**src/common/irq_gate_cfg.svh**
```systemverilog
`ifndef IRQ_GATE_CFG_SVH
`define IRQ_GATE_CFG_SVH

// Byte addresses on the register bus
`define OFF_PWM_EN        8'h84
`define OFF_BASE_EN       8'hA8
`define OFF_FLAG_STATUS   8'hC0
`define OFF_FLAG_MASK     8'hC4
`define OFF_PRIORITY      8'hC8
`define OFF_IN_SERVICE    8'hCC

// Base enable byte fields
`define BIT_GLOBAL_EN     7
`define BIT_TIMER2_EN     5
`define BIT_SERIAL1_EN    4
`define BIT_TIMER1_EN     3
`define BIT_EXT1_EN       2
`define BIT_TIMER0_EN     1
`define BIT_EXT0_EN       0
`define BASE_EN_RW_MASK   8'hBF
`define BASE_EN_RESET     8'h00

// PWM channel enable byte fields
`define BIT_PWM1_EN       1
`define BIT_PWM0_EN       0
`define PWM_EN_RW_MASK    8'h03
`define PWM_EN_RESET      8'h00

// Source positions in the flag, mask and priority layout
`define SRC_EXT0          0
`define SRC_TIMER0        1
`define SRC_EXT1          2
`define SRC_TIMER1        3
`define SRC_SERIAL1       4
`define SRC_TIMER2        5
`define SRC_PWM0          6
`define SRC_PWM1          7

// Flags cleared by the core taking the request
`define HW_CLEAR_MASK     8'h2F
`define FLAG_RESET        8'h00
`define MASK_RESET        8'h00
`define PRIORITY_RESET    16'h0000

// Vector numbers handed to the core
`define VEC_EXT0          4'h0
`define VEC_TIMER0        4'h1
`define VEC_EXT1          4'h2
`define VEC_TIMER1        4'h3
`define VEC_SERIAL1       4'h4
`define VEC_TIMER2        4'h5
`define VEC_PWM           4'hE

`endif

```
**src/common/irq_gate_pkg.sv**
```systemverilog
package irq_gate_pkg;

  // Same-clock event pulses from the peripherals
  typedef struct packed {
    logic pwm1;
    logic pwm0;
    logic timer2;
    logic serial1;
    logic timer1;
    logic timer0;
  } periph_evt_t;

  // Request presented to the core sequencer
  typedef struct packed {
    logic       valid;
    logic [3:0] num;
    logic [1:0] level;
  } core_req_t;

endpackage

```
**src/rtl/interrupt_enable_wakeup_gating.sv**
```systemverilog
// Function
// - PWM request needs channel and group enable
// - Pin 0 disabled: no request, no wake
// - Pin 0 enabled: event wakes; it requests only with the global enable set
// - Pin wake ignores the global enable
// - Events set flags regardless of enables
// - Equal level waits; higher level preempts
//
// The implementer's own choice: the APB interface to the registers.
`timescale 1ns/1ps
`include "irq_gate_cfg.svh"
module interrupt_enable_wakeup_gating
  import irq_gate_pkg::*;
#(
  parameter int ADDR_W = 8,
  parameter int NSRC   = 8
) (
  input  wire logic              pclk,
  input  wire logic              presetn,
  input  wire logic              psel,
  input  wire logic              penable,
  input  wire logic              pwrite,
  input  wire logic [ADDR_W-1:0] paddr,
  input  wire logic [31:0]       pwdata,
  output logic      [31:0]       prdata,
  output logic                   pready,
  output logic                   pslverr,
  input  wire logic              ext_pin0_n,
  input  wire logic              ext_pin1_n,
  input  wire periph_evt_t       periph_evt,
  input  wire logic              pwm_group_irq_en,
  input  wire logic              core_ack,
  input  wire logic              core_ret,
  output core_req_t              core_req,
  output logic                   wake_req,
  output logic                   irq
);

  // Register state
  logic [7:0]        base_en_reg;
  logic [7:0]        pwm_en_reg;
  logic [NSRC-1:0]   flag_reg;
  logic [NSRC-1:0]   flag_next;
  logic [NSRC-1:0]   mask_reg;
  logic [2*NSRC-1:0] prio_reg;
  logic [3:0]        active_reg;
  logic [3:0]        active_next;
  logic [2:0]        taken_idx_reg;

  // Sources whose flag the core clears by taking the request
  localparam logic [NSRC-1:0] HW_CLEAR_BITS = NSRC'(`HW_CLEAR_MASK);

  // Bus decode
  logic        setup_phase;
  logic        access_phase;
  logic        wr_access;
  logic        addr_hit;
  logic [31:0] rd_value;

  // Pin path
  logic [1:0] pin_sync;
  logic [1:0] pin_prev_reg;
  logic [1:0] pin_fall;

  // Gating
  logic [NSRC-1:0] src_event;
  logic [NSRC-1:0] src_enable;
  logic [NSRC-1:0] pending;
  logic            global_irq_en;
  logic            ext_pin0_irq_wake_en;
  logic            ext_pin1_irq_wake_en;
  logic            timer0_irq_en;
  logic            timer1_irq_en;
  logic            timer2_irq_en;
  logic            serial1_irq_en;
  logic            pwm_ch0_irq_en;
  logic            pwm_ch1_irq_en;

  // Arbitration
  logic       sel_any;
  logic [2:0] sel_idx;
  logic [1:0] sel_level;
  logic       cur_any;
  logic [1:0] cur_level;
  logic       preempt_ok;
  logic [3:0] sel_num;

  assign setup_phase  = psel && !penable;
  assign access_phase = psel && penable;
  assign wr_access    = access_phase && pwrite;
  assign pready       = access_phase;

  assign global_irq_en        = base_en_reg[`BIT_GLOBAL_EN];
  assign ext_pin0_irq_wake_en = base_en_reg[`BIT_EXT0_EN];
  assign ext_pin1_irq_wake_en = base_en_reg[`BIT_EXT1_EN];
  assign timer0_irq_en        = base_en_reg[`BIT_TIMER0_EN];
  assign timer1_irq_en        = base_en_reg[`BIT_TIMER1_EN];
  assign timer2_irq_en        = base_en_reg[`BIT_TIMER2_EN];
  assign serial1_irq_en       = base_en_reg[`BIT_SERIAL1_EN];
  assign pwm_ch0_irq_en       = pwm_en_reg[`BIT_PWM0_EN];
  assign pwm_ch1_irq_en       = pwm_en_reg[`BIT_PWM1_EN];

  // Pins are asynchronous; synchronise before edge detection
  sync2 #(
    .WIDTH(2)
  ) u_pin_sync (
    .pclk     (pclk),
    .presetn  (presetn),
    .async_in ({ext_pin1_n, ext_pin0_n}),
    .sync_out (pin_sync)
  );

  always_ff @(posedge pclk or negedge presetn) begin
    if (!presetn) begin
      pin_prev_reg <= 2'h3;
    end else begin
      pin_prev_reg <= pin_sync;
    end
  end

  // Falling edge of an active-low pin is the event
  assign pin_fall = pin_prev_reg & ~pin_sync;

  always_comb begin
    src_event                = '0;
    src_event[`SRC_EXT0]     = pin_fall[0];
    src_event[`SRC_EXT1]     = pin_fall[1];
    src_event[`SRC_TIMER0]   = periph_evt.timer0;
    src_event[`SRC_TIMER1]   = periph_evt.timer1;
    src_event[`SRC_TIMER2]   = periph_evt.timer2;
    src_event[`SRC_SERIAL1]  = periph_evt.serial1;
    src_event[`SRC_PWM0]     = periph_evt.pwm0;
    src_event[`SRC_PWM1]     = periph_evt.pwm1;
  end

  always_comb begin
    src_enable               = '0;
    src_enable[`SRC_EXT0]    = ext_pin0_irq_wake_en;
    src_enable[`SRC_EXT1]    = ext_pin1_irq_wake_en;
    src_enable[`SRC_TIMER0]  = timer0_irq_en;
    src_enable[`SRC_TIMER1]  = timer1_irq_en;
    src_enable[`SRC_TIMER2]  = timer2_irq_en;
    src_enable[`SRC_SERIAL1] = serial1_irq_en;
    src_enable[`SRC_PWM0]    = pwm_ch0_irq_en && pwm_group_irq_en;
    src_enable[`SRC_PWM1]    = pwm_ch1_irq_en && pwm_group_irq_en;
  end

  assign pending = global_irq_en ? (flag_reg & src_enable) : '0;

  // Wake does not look at the global enable
  assign wake_req = (flag_reg[`SRC_EXT0] && ext_pin0_irq_wake_en) ||
                    (flag_reg[`SRC_EXT1] && ext_pin1_irq_wake_en);

  prio_select #(
    .N    (NSRC),
    .IDX_W(3)
  ) u_prio_select (
    .pending(pending),
    .prio   (prio_reg),
    .any    (sel_any),
    .idx    (sel_idx),
    .level  (sel_level)
  );

  // Highest level now in service
  always_comb begin
    cur_any   = |active_reg;
    cur_level = 2'h0;
    for (int l = 0; l < 4; l++) begin
      if (active_reg[l]) begin
        cur_level = 2'(l);
      end
    end
  end

  assign preempt_ok = sel_any && (!cur_any || sel_level > cur_level);

  always_comb begin
    case (sel_idx)
      3'(`SRC_EXT0):    sel_num = `VEC_EXT0;
      3'(`SRC_TIMER0):  sel_num = `VEC_TIMER0;
      3'(`SRC_EXT1):    sel_num = `VEC_EXT1;
      3'(`SRC_TIMER1):  sel_num = `VEC_TIMER1;
      3'(`SRC_SERIAL1): sel_num = `VEC_SERIAL1;
      3'(`SRC_TIMER2):  sel_num = `VEC_TIMER2;
      default:          sel_num = `VEC_PWM;
    endcase
  end

  // Request is registered; the cycle after a take is blanked so a stale
  // request is never offered while the in-service state catches up
  always_ff @(posedge pclk or negedge presetn) begin
    if (!presetn) begin
      core_req      <= '0;
      taken_idx_reg <= 3'h0;
    end else begin
      core_req.valid <= preempt_ok && !(core_ack && core_req.valid);
      core_req.num   <= sel_num;
      core_req.level <= sel_level;
      if (preempt_ok) begin
        taken_idx_reg <= sel_idx;
      end
    end
  end

  // In-service levels: return pops the top, take pushes the new level
  always_comb begin
    active_next = active_reg;
    if (core_ret && cur_any) begin
      active_next[cur_level] = 1'b0;
    end
    if (core_ack && core_req.valid) begin
      active_next[core_req.level] = 1'b1;
    end
  end

  always_ff @(posedge pclk or negedge presetn) begin
    if (!presetn) begin
      active_reg <= 4'h0;
    end else begin
      active_reg <= active_next;
    end
  end

  // Flags: software and hardware clears, then events set; set wins
  always_comb begin
    flag_next = flag_reg;
    if (wr_access && paddr == `OFF_FLAG_STATUS) begin
      flag_next = flag_next & ~pwdata[NSRC-1:0];
    end
    if (core_ack && core_req.valid) begin
      flag_next[taken_idx_reg] = flag_next[taken_idx_reg] & ~HW_CLEAR_BITS[taken_idx_reg];
    end
    flag_next = flag_next | src_event;
  end

  always_ff @(posedge pclk or negedge presetn) begin
    if (!presetn) begin
      flag_reg <= `FLAG_RESET;
    end else begin
      flag_reg <= flag_next;
    end
  end

  // Summary interrupt for the system, separate from the core path
  assign irq = |(flag_reg & mask_reg);

  // Enable bytes; reserved bits stay zero
  always_ff @(posedge pclk or negedge presetn) begin
    if (!presetn) begin
      base_en_reg <= `BASE_EN_RESET;
    end else if (wr_access && paddr == `OFF_BASE_EN) begin
      base_en_reg <= pwdata[7:0] & `BASE_EN_RW_MASK;
    end
  end

  always_ff @(posedge pclk or negedge presetn) begin
    if (!presetn) begin
      pwm_en_reg <= `PWM_EN_RESET;
    end else if (wr_access && paddr == `OFF_PWM_EN) begin
      pwm_en_reg <= pwdata[7:0] & `PWM_EN_RW_MASK;
    end
  end

  always_ff @(posedge pclk or negedge presetn) begin
    if (!presetn) begin
      mask_reg <= `MASK_RESET;
    end else if (wr_access && paddr == `OFF_FLAG_MASK) begin
      mask_reg <= pwdata[NSRC-1:0];
    end
  end

  // Priority change takes effect on the next arbitration
  always_ff @(posedge pclk or negedge presetn) begin
    if (!presetn) begin
      prio_reg <= `PRIORITY_RESET;
    end else if (wr_access && paddr == `OFF_PRIORITY) begin
      prio_reg <= pwdata[2*NSRC-1:0];
    end
  end

  // Read mux
  always_comb begin
    rd_value = 32'h0000_0000;
    addr_hit = 1'b1;
    if (paddr == `OFF_PWM_EN) begin
      rd_value[7:0] = pwm_en_reg;
    end else if (paddr == `OFF_BASE_EN) begin
      rd_value[7:0] = base_en_reg;
    end else if (paddr == `OFF_FLAG_STATUS) begin
      rd_value[NSRC-1:0] = flag_reg;
    end else if (paddr == `OFF_FLAG_MASK) begin
      rd_value[NSRC-1:0] = mask_reg;
    end else if (paddr == `OFF_PRIORITY) begin
      rd_value[2*NSRC-1:0] = prio_reg;
    end else if (paddr == `OFF_IN_SERVICE) begin
      rd_value[3:0] = active_reg;
    end else begin
      addr_hit = 1'b0;
    end
  end

  // Data captured in setup so the answer comes from flops with no wait
  always_ff @(posedge pclk or negedge presetn) begin
    if (!presetn) begin
      prdata  <= 32'h0000_0000;
      pslverr <= 1'b0;
    end else if (setup_phase) begin
      prdata  <= pwrite ? 32'h0000_0000 : rd_value;
      pslverr <= !addr_hit;
    end else if (!psel) begin
      pslverr <= 1'b0;
    end
  end

endmodule

```
**src/rtl/sync2.sv**
```systemverilog
`timescale 1ns/1ps
module sync2 #(
  parameter int WIDTH = 2
) (
  input  wire logic             pclk,
  input  wire logic             presetn,
  input  wire logic [WIDTH-1:0] async_in,
  output logic      [WIDTH-1:0] sync_out
);

  logic [WIDTH-1:0] stage1_reg;

  // Reset to all ones: idle level of active-low pins
  always_ff @(posedge pclk or negedge presetn) begin
    if (!presetn) begin
      stage1_reg <= '1;
      sync_out   <= '1;
    end else begin
      stage1_reg <= async_in;
      sync_out   <= stage1_reg;
    end
  end

endmodule

```
**src/rtl/prio_select.sv**
```systemverilog
`timescale 1ns/1ps
module prio_select #(
  parameter int N     = 8,
  parameter int IDX_W = 3
) (
  input  wire logic [N-1:0]   pending,
  input  wire logic [2*N-1:0] prio,
  output logic                any,
  output logic [IDX_W-1:0]    idx,
  output logic [1:0]          level
);

  // Highest level wins; lowest index breaks a tie
  always_comb begin
    any   = 1'b0;
    idx   = '0;
    level = 2'h0;
    for (int i = N - 1; i >= 0; i--) begin
      if (pending[i] && (!any || prio[2*i +: 2] >= level)) begin
        any   = 1'b1;
        idx   = IDX_W'(i);
        level = prio[2*i +: 2];
      end
    end
  end

endmodule

```
**config.mk**
```make
export PLATFORM = sky130hd
export DESIGN_NAME = interrupt_enable_wakeup_gating
export DESIGN_NICKNAME = d
export VERILOG_FILES = /design/src/common/irq_gate_pkg.sv /design/src/rtl/interrupt_enable_wakeup_gating.sv /design/src/rtl/sync2.sv /design/src/rtl/prio_select.sv
export VERILOG_INCLUDE_DIRS = /design/src /design/src/common
export SDC_FILE = /design/constraint.sdc
export NUM_CORES = 1
export LEC_CHECK = 0
export ABC_CLOCK_PERIOD_IN_PS = 9200
export BUFFER_PORTS_ARGS = -buffer_cell sky130_fd_sc_hd__buf_2
export CAP_MARGIN = 20
export CORE_MARGIN = 3
export CORE_UTILIZATION = 49
export DETAILED_ROUTE_END_ITERATION = 6
export GPL_TIMING_DRIVEN = 1
export PLACE_DENSITY = 0.85
export REMOVE_ABC_BUFFERS = 1
export SKIP_LAST_GASP = 1
export SYNTH_ARGS = -nofsm -noshare
export SYNTH_HDL_FRONTEND = slang
export SYNTH_SLANG_ARGS = --single-unit
```
**constraint.sdc**
```tcl
create_clock -name pclk -period 9.2 [get_ports pclk]
set_input_delay 1.38 -clock pclk [delete_from_list [all_inputs] [get_ports pclk]]
set_output_delay 1.38 -clock pclk [all_outputs]
set_load 0.005 [all_outputs]
```
==> metrics <==
DR pass1 iterations=5; P_leak=0.00278 µW; Worst R2R Start=flag_reg[7]; Synth Register Bits=78; Worst Clk Skew=0.0115 ns; Core Area=0.00842 mm²; Routed WL=13000 µm; Routed met3 length=940 µm; Slew Limit Fails=0; clk buf depth=2; Clk pin slew, worst setup/hold paths=0.09 ns; Crit Path Class=input pin to flop; worst slew pin tran=0.982 ns; hold crit path type=flop to flop; Cells after Synth=411; first-pass GRT wire length=20700 µm; ratio of cells with drive above 1 in the final layout=48.6%; cell area after synthesis=0.00437 mm²; I/O pins=99; TritonCTS buffer count=9; Port Buffers=66; most frequent CP cell=nand2b_4; initial DRC count=291; WL met1=5040 µm; Setup TNS=-4.63 ns; Routability Congestion=0.883; Worst Hold Margin=0.361 ns; Max Fanout on Critical Path=7; gr usage total=26.2%; TritonCTS clock tree=yes; Netlist cell types=69; # diodes=0; reg2reg path depth=50; vias=4054; crit end category=flop; syn avg cell area=10.6 µm²; antenna violations before repair=0; crit path time final=10.15 ns; outcome=complete, but fails checks; HP Start=u_pin_sync.stage1_reg[1]; Die Wd=100 µm; row count=33; Post-DP HPWL=8620 µm; Clk Latency, worst-skew pair=0.37 ns; RSZ-0062 raised after global routing=yes; gr ovfl total=0; Max Clock Freq=98.5 MHz; root buffer cell=clkbuf_8; # clock sinks=78; Nets=620; Initial Util=51.9%; Seq/Total Area, Yosys=44.8%; Worst VDD drop=87.8 µV; final instance area=0.00589 mm²; failing checks=setup timing; EDFF count, synth=0; H-tree Lvls=3; launch point of the worst path=pwm_group_irq_en; DRC violations left=0; Crit path largest cell delay=0.38 ns; met2 wire length=6560 µm; relative slew slack=34.5%; max layer used=met4; Max-Cap Viols=0; CP arrival=10.43 ns; Slowest-stage cell, CP=a2111oi_4; pwr dens=112 mW/mm²; Worst setup SP type=input pin; synth warn=0; largest net degree at the start of global routing=79; final setup violation count=8; most common cell after layout, fill and taps aside=dfrtp_1; full die area=0.0101 mm²; Post-DRT Antenna Nets=0; crit share post-route=110%; Die H=100 µm; CP required=9.47 ns; vias in the first global route=4160; pre-CTS setup slack=-2.30 ns; average wire per standard cell=19.8 µm; Cell Area, Placed=0.00504 mm²; PnR worst setup slack=-0.955 ns; end point of the critical path=taken_idx_reg[2]; via density per instance=6.15; Worst R2R Setup Slack=-0.30 ns; commonest non-fill, non-tap cells in the layout=dfrtp_1, buf_4, buf_2, nand2_1, mux2_2; Final Hold Viols=0; fraction of registers with async set/reset=100%; Main synth FF type=dfrtp_1; area delta synth->final=34.8%; FF-to-FF End=taken_idx_reg[2]
-- logic make-up (layout without fill, tap and decap cells) --
logic type	Yosys count	in the layout	synth area share, %
AOI/OAI and AO/OA	116	116	21.0
adders and majority gates	15	15	4.29
buffers and inverters	45	173	5.61
DFF	78	78	44.8
muxes	36	36	9.21
other	1	16	0.0857
and+or+nand+nor	120	120	15.0
-- worst max-delay path: cells and delay by family --
| family | cells | cell delay (ns) |
|---|---|---|
| AO/OA/AOI/OAI | 21 | 3.60 |
| multiplexers | 1 | 0.31 |
| buffers and inverters | 2 | 0.27 |
| AND/OR/NAND/NOR | 19 | 2.82 |
| adder cells (fa/ha/maj) | 8 | 2.04 |
-- metrics by stage --
stage / std cells / total power, µW / utilization (%)
final: 659 / 659 / 70.0
after global routing: 659 / 679 / 70.0
after CTS: 651 / 660 / 68.2
after detailed placement: 613 / 393 / 59.9
after global placement: 613 / 391 / 59.9
after floorplan: 398 / 368 / -
-- how the worst min path moves through the flow --
stage / cells after the start / endpoint / slack [ns]
final: 0 / u_pin_sync.sync_out[1] / 0.36
after detailed placement: 0 / u_pin_sync.sync_out[0] / 0.35
after CTS: 0 / u_pin_sync.sync_out[0] / 0.36
after global routing: 0 / u_pin_sync.sync_out[1] / 0.37
after floorplan: 0 / u_pin_sync.sync_out[0] / 0.35
after global placement: 0 / u_pin_sync.sync_out[1] / 0.35
-- report_power, final --
group	internal [µW]	total, µW	switching (µW)	leakage, µW
sequential	348	351	3.46	0.00102
combinational	14.5	38.1	23.6	0.00165
clock	134	270	136	0.000103
total	496	659	163	0.00278
-- routing by layer --
layer  track usage (%)  up-vias
li1                  -     1780
met1              31.4     1987
met2              45.6      231
met3              5.67       56
met4              10.4        0
met5                 0        -
-- synth_stat cells, types with 3 or more instances --
cell type / n / share of area [%]
inv_1: 17 / 1.5
clkbuf_1: 9 / 0.77
buf_4: 16 / 2.7
nor3_1: 7 / 0.80
nand3_1: 7 / 0.80
o211ai_1: 4 / 0.69
a21o_1: 6 / 1.0
a31o_2: 3 / 0.60
a221oi_1: 5 / 1.0
dfrtp_1: 72 / 41
nand2b_1: 10 / 1.4
dfstp_2: 6 / 3.6
o22ai_1: 3 / 0.43
nand4_1: 7 / 1.0
mux2_2: 34 / 8.8
nor2b_1: 3 / 0.43
a22o_1: 14 / 2.8
o31ai_1: 8 / 1.4
o21ai_0: 14 / 1.6
a21oi_1: 19 / 2.2
and2_1: 5 / 0.72
or2_2: 3 / 0.43
and3_1: 4 / 0.57
ha_1: 15 / 4.3
nor2_1: 14 / 1.2
nand2_1: 41 / 3.5
a31oi_1: 3 / 0.43
a22oi_1: 9 / 1.5
-- area by class of cell --
| class | count | area [µm²] |
|---|---|---|
| well taps | 105 | 131 |
| repair buffers | 140 | 913 |
| clock buffers | 10 | 138 |
| inverters | 17 | 63.8 |
| multi-input cells | 303 | 2620 |
| flip-flops and latches | 78 | 1960 |
| fillers | 585 | 2530 |
| clock inverters | 6 | 68.8 |
-- repair_timing --
action	CTS	global route
hold buffers	0	0
setup endpoints to repair	10	10
setup buffers	28	8
resized for setup	59	16
pin swaps	46	18
Power figures use the tool's default switching activity.
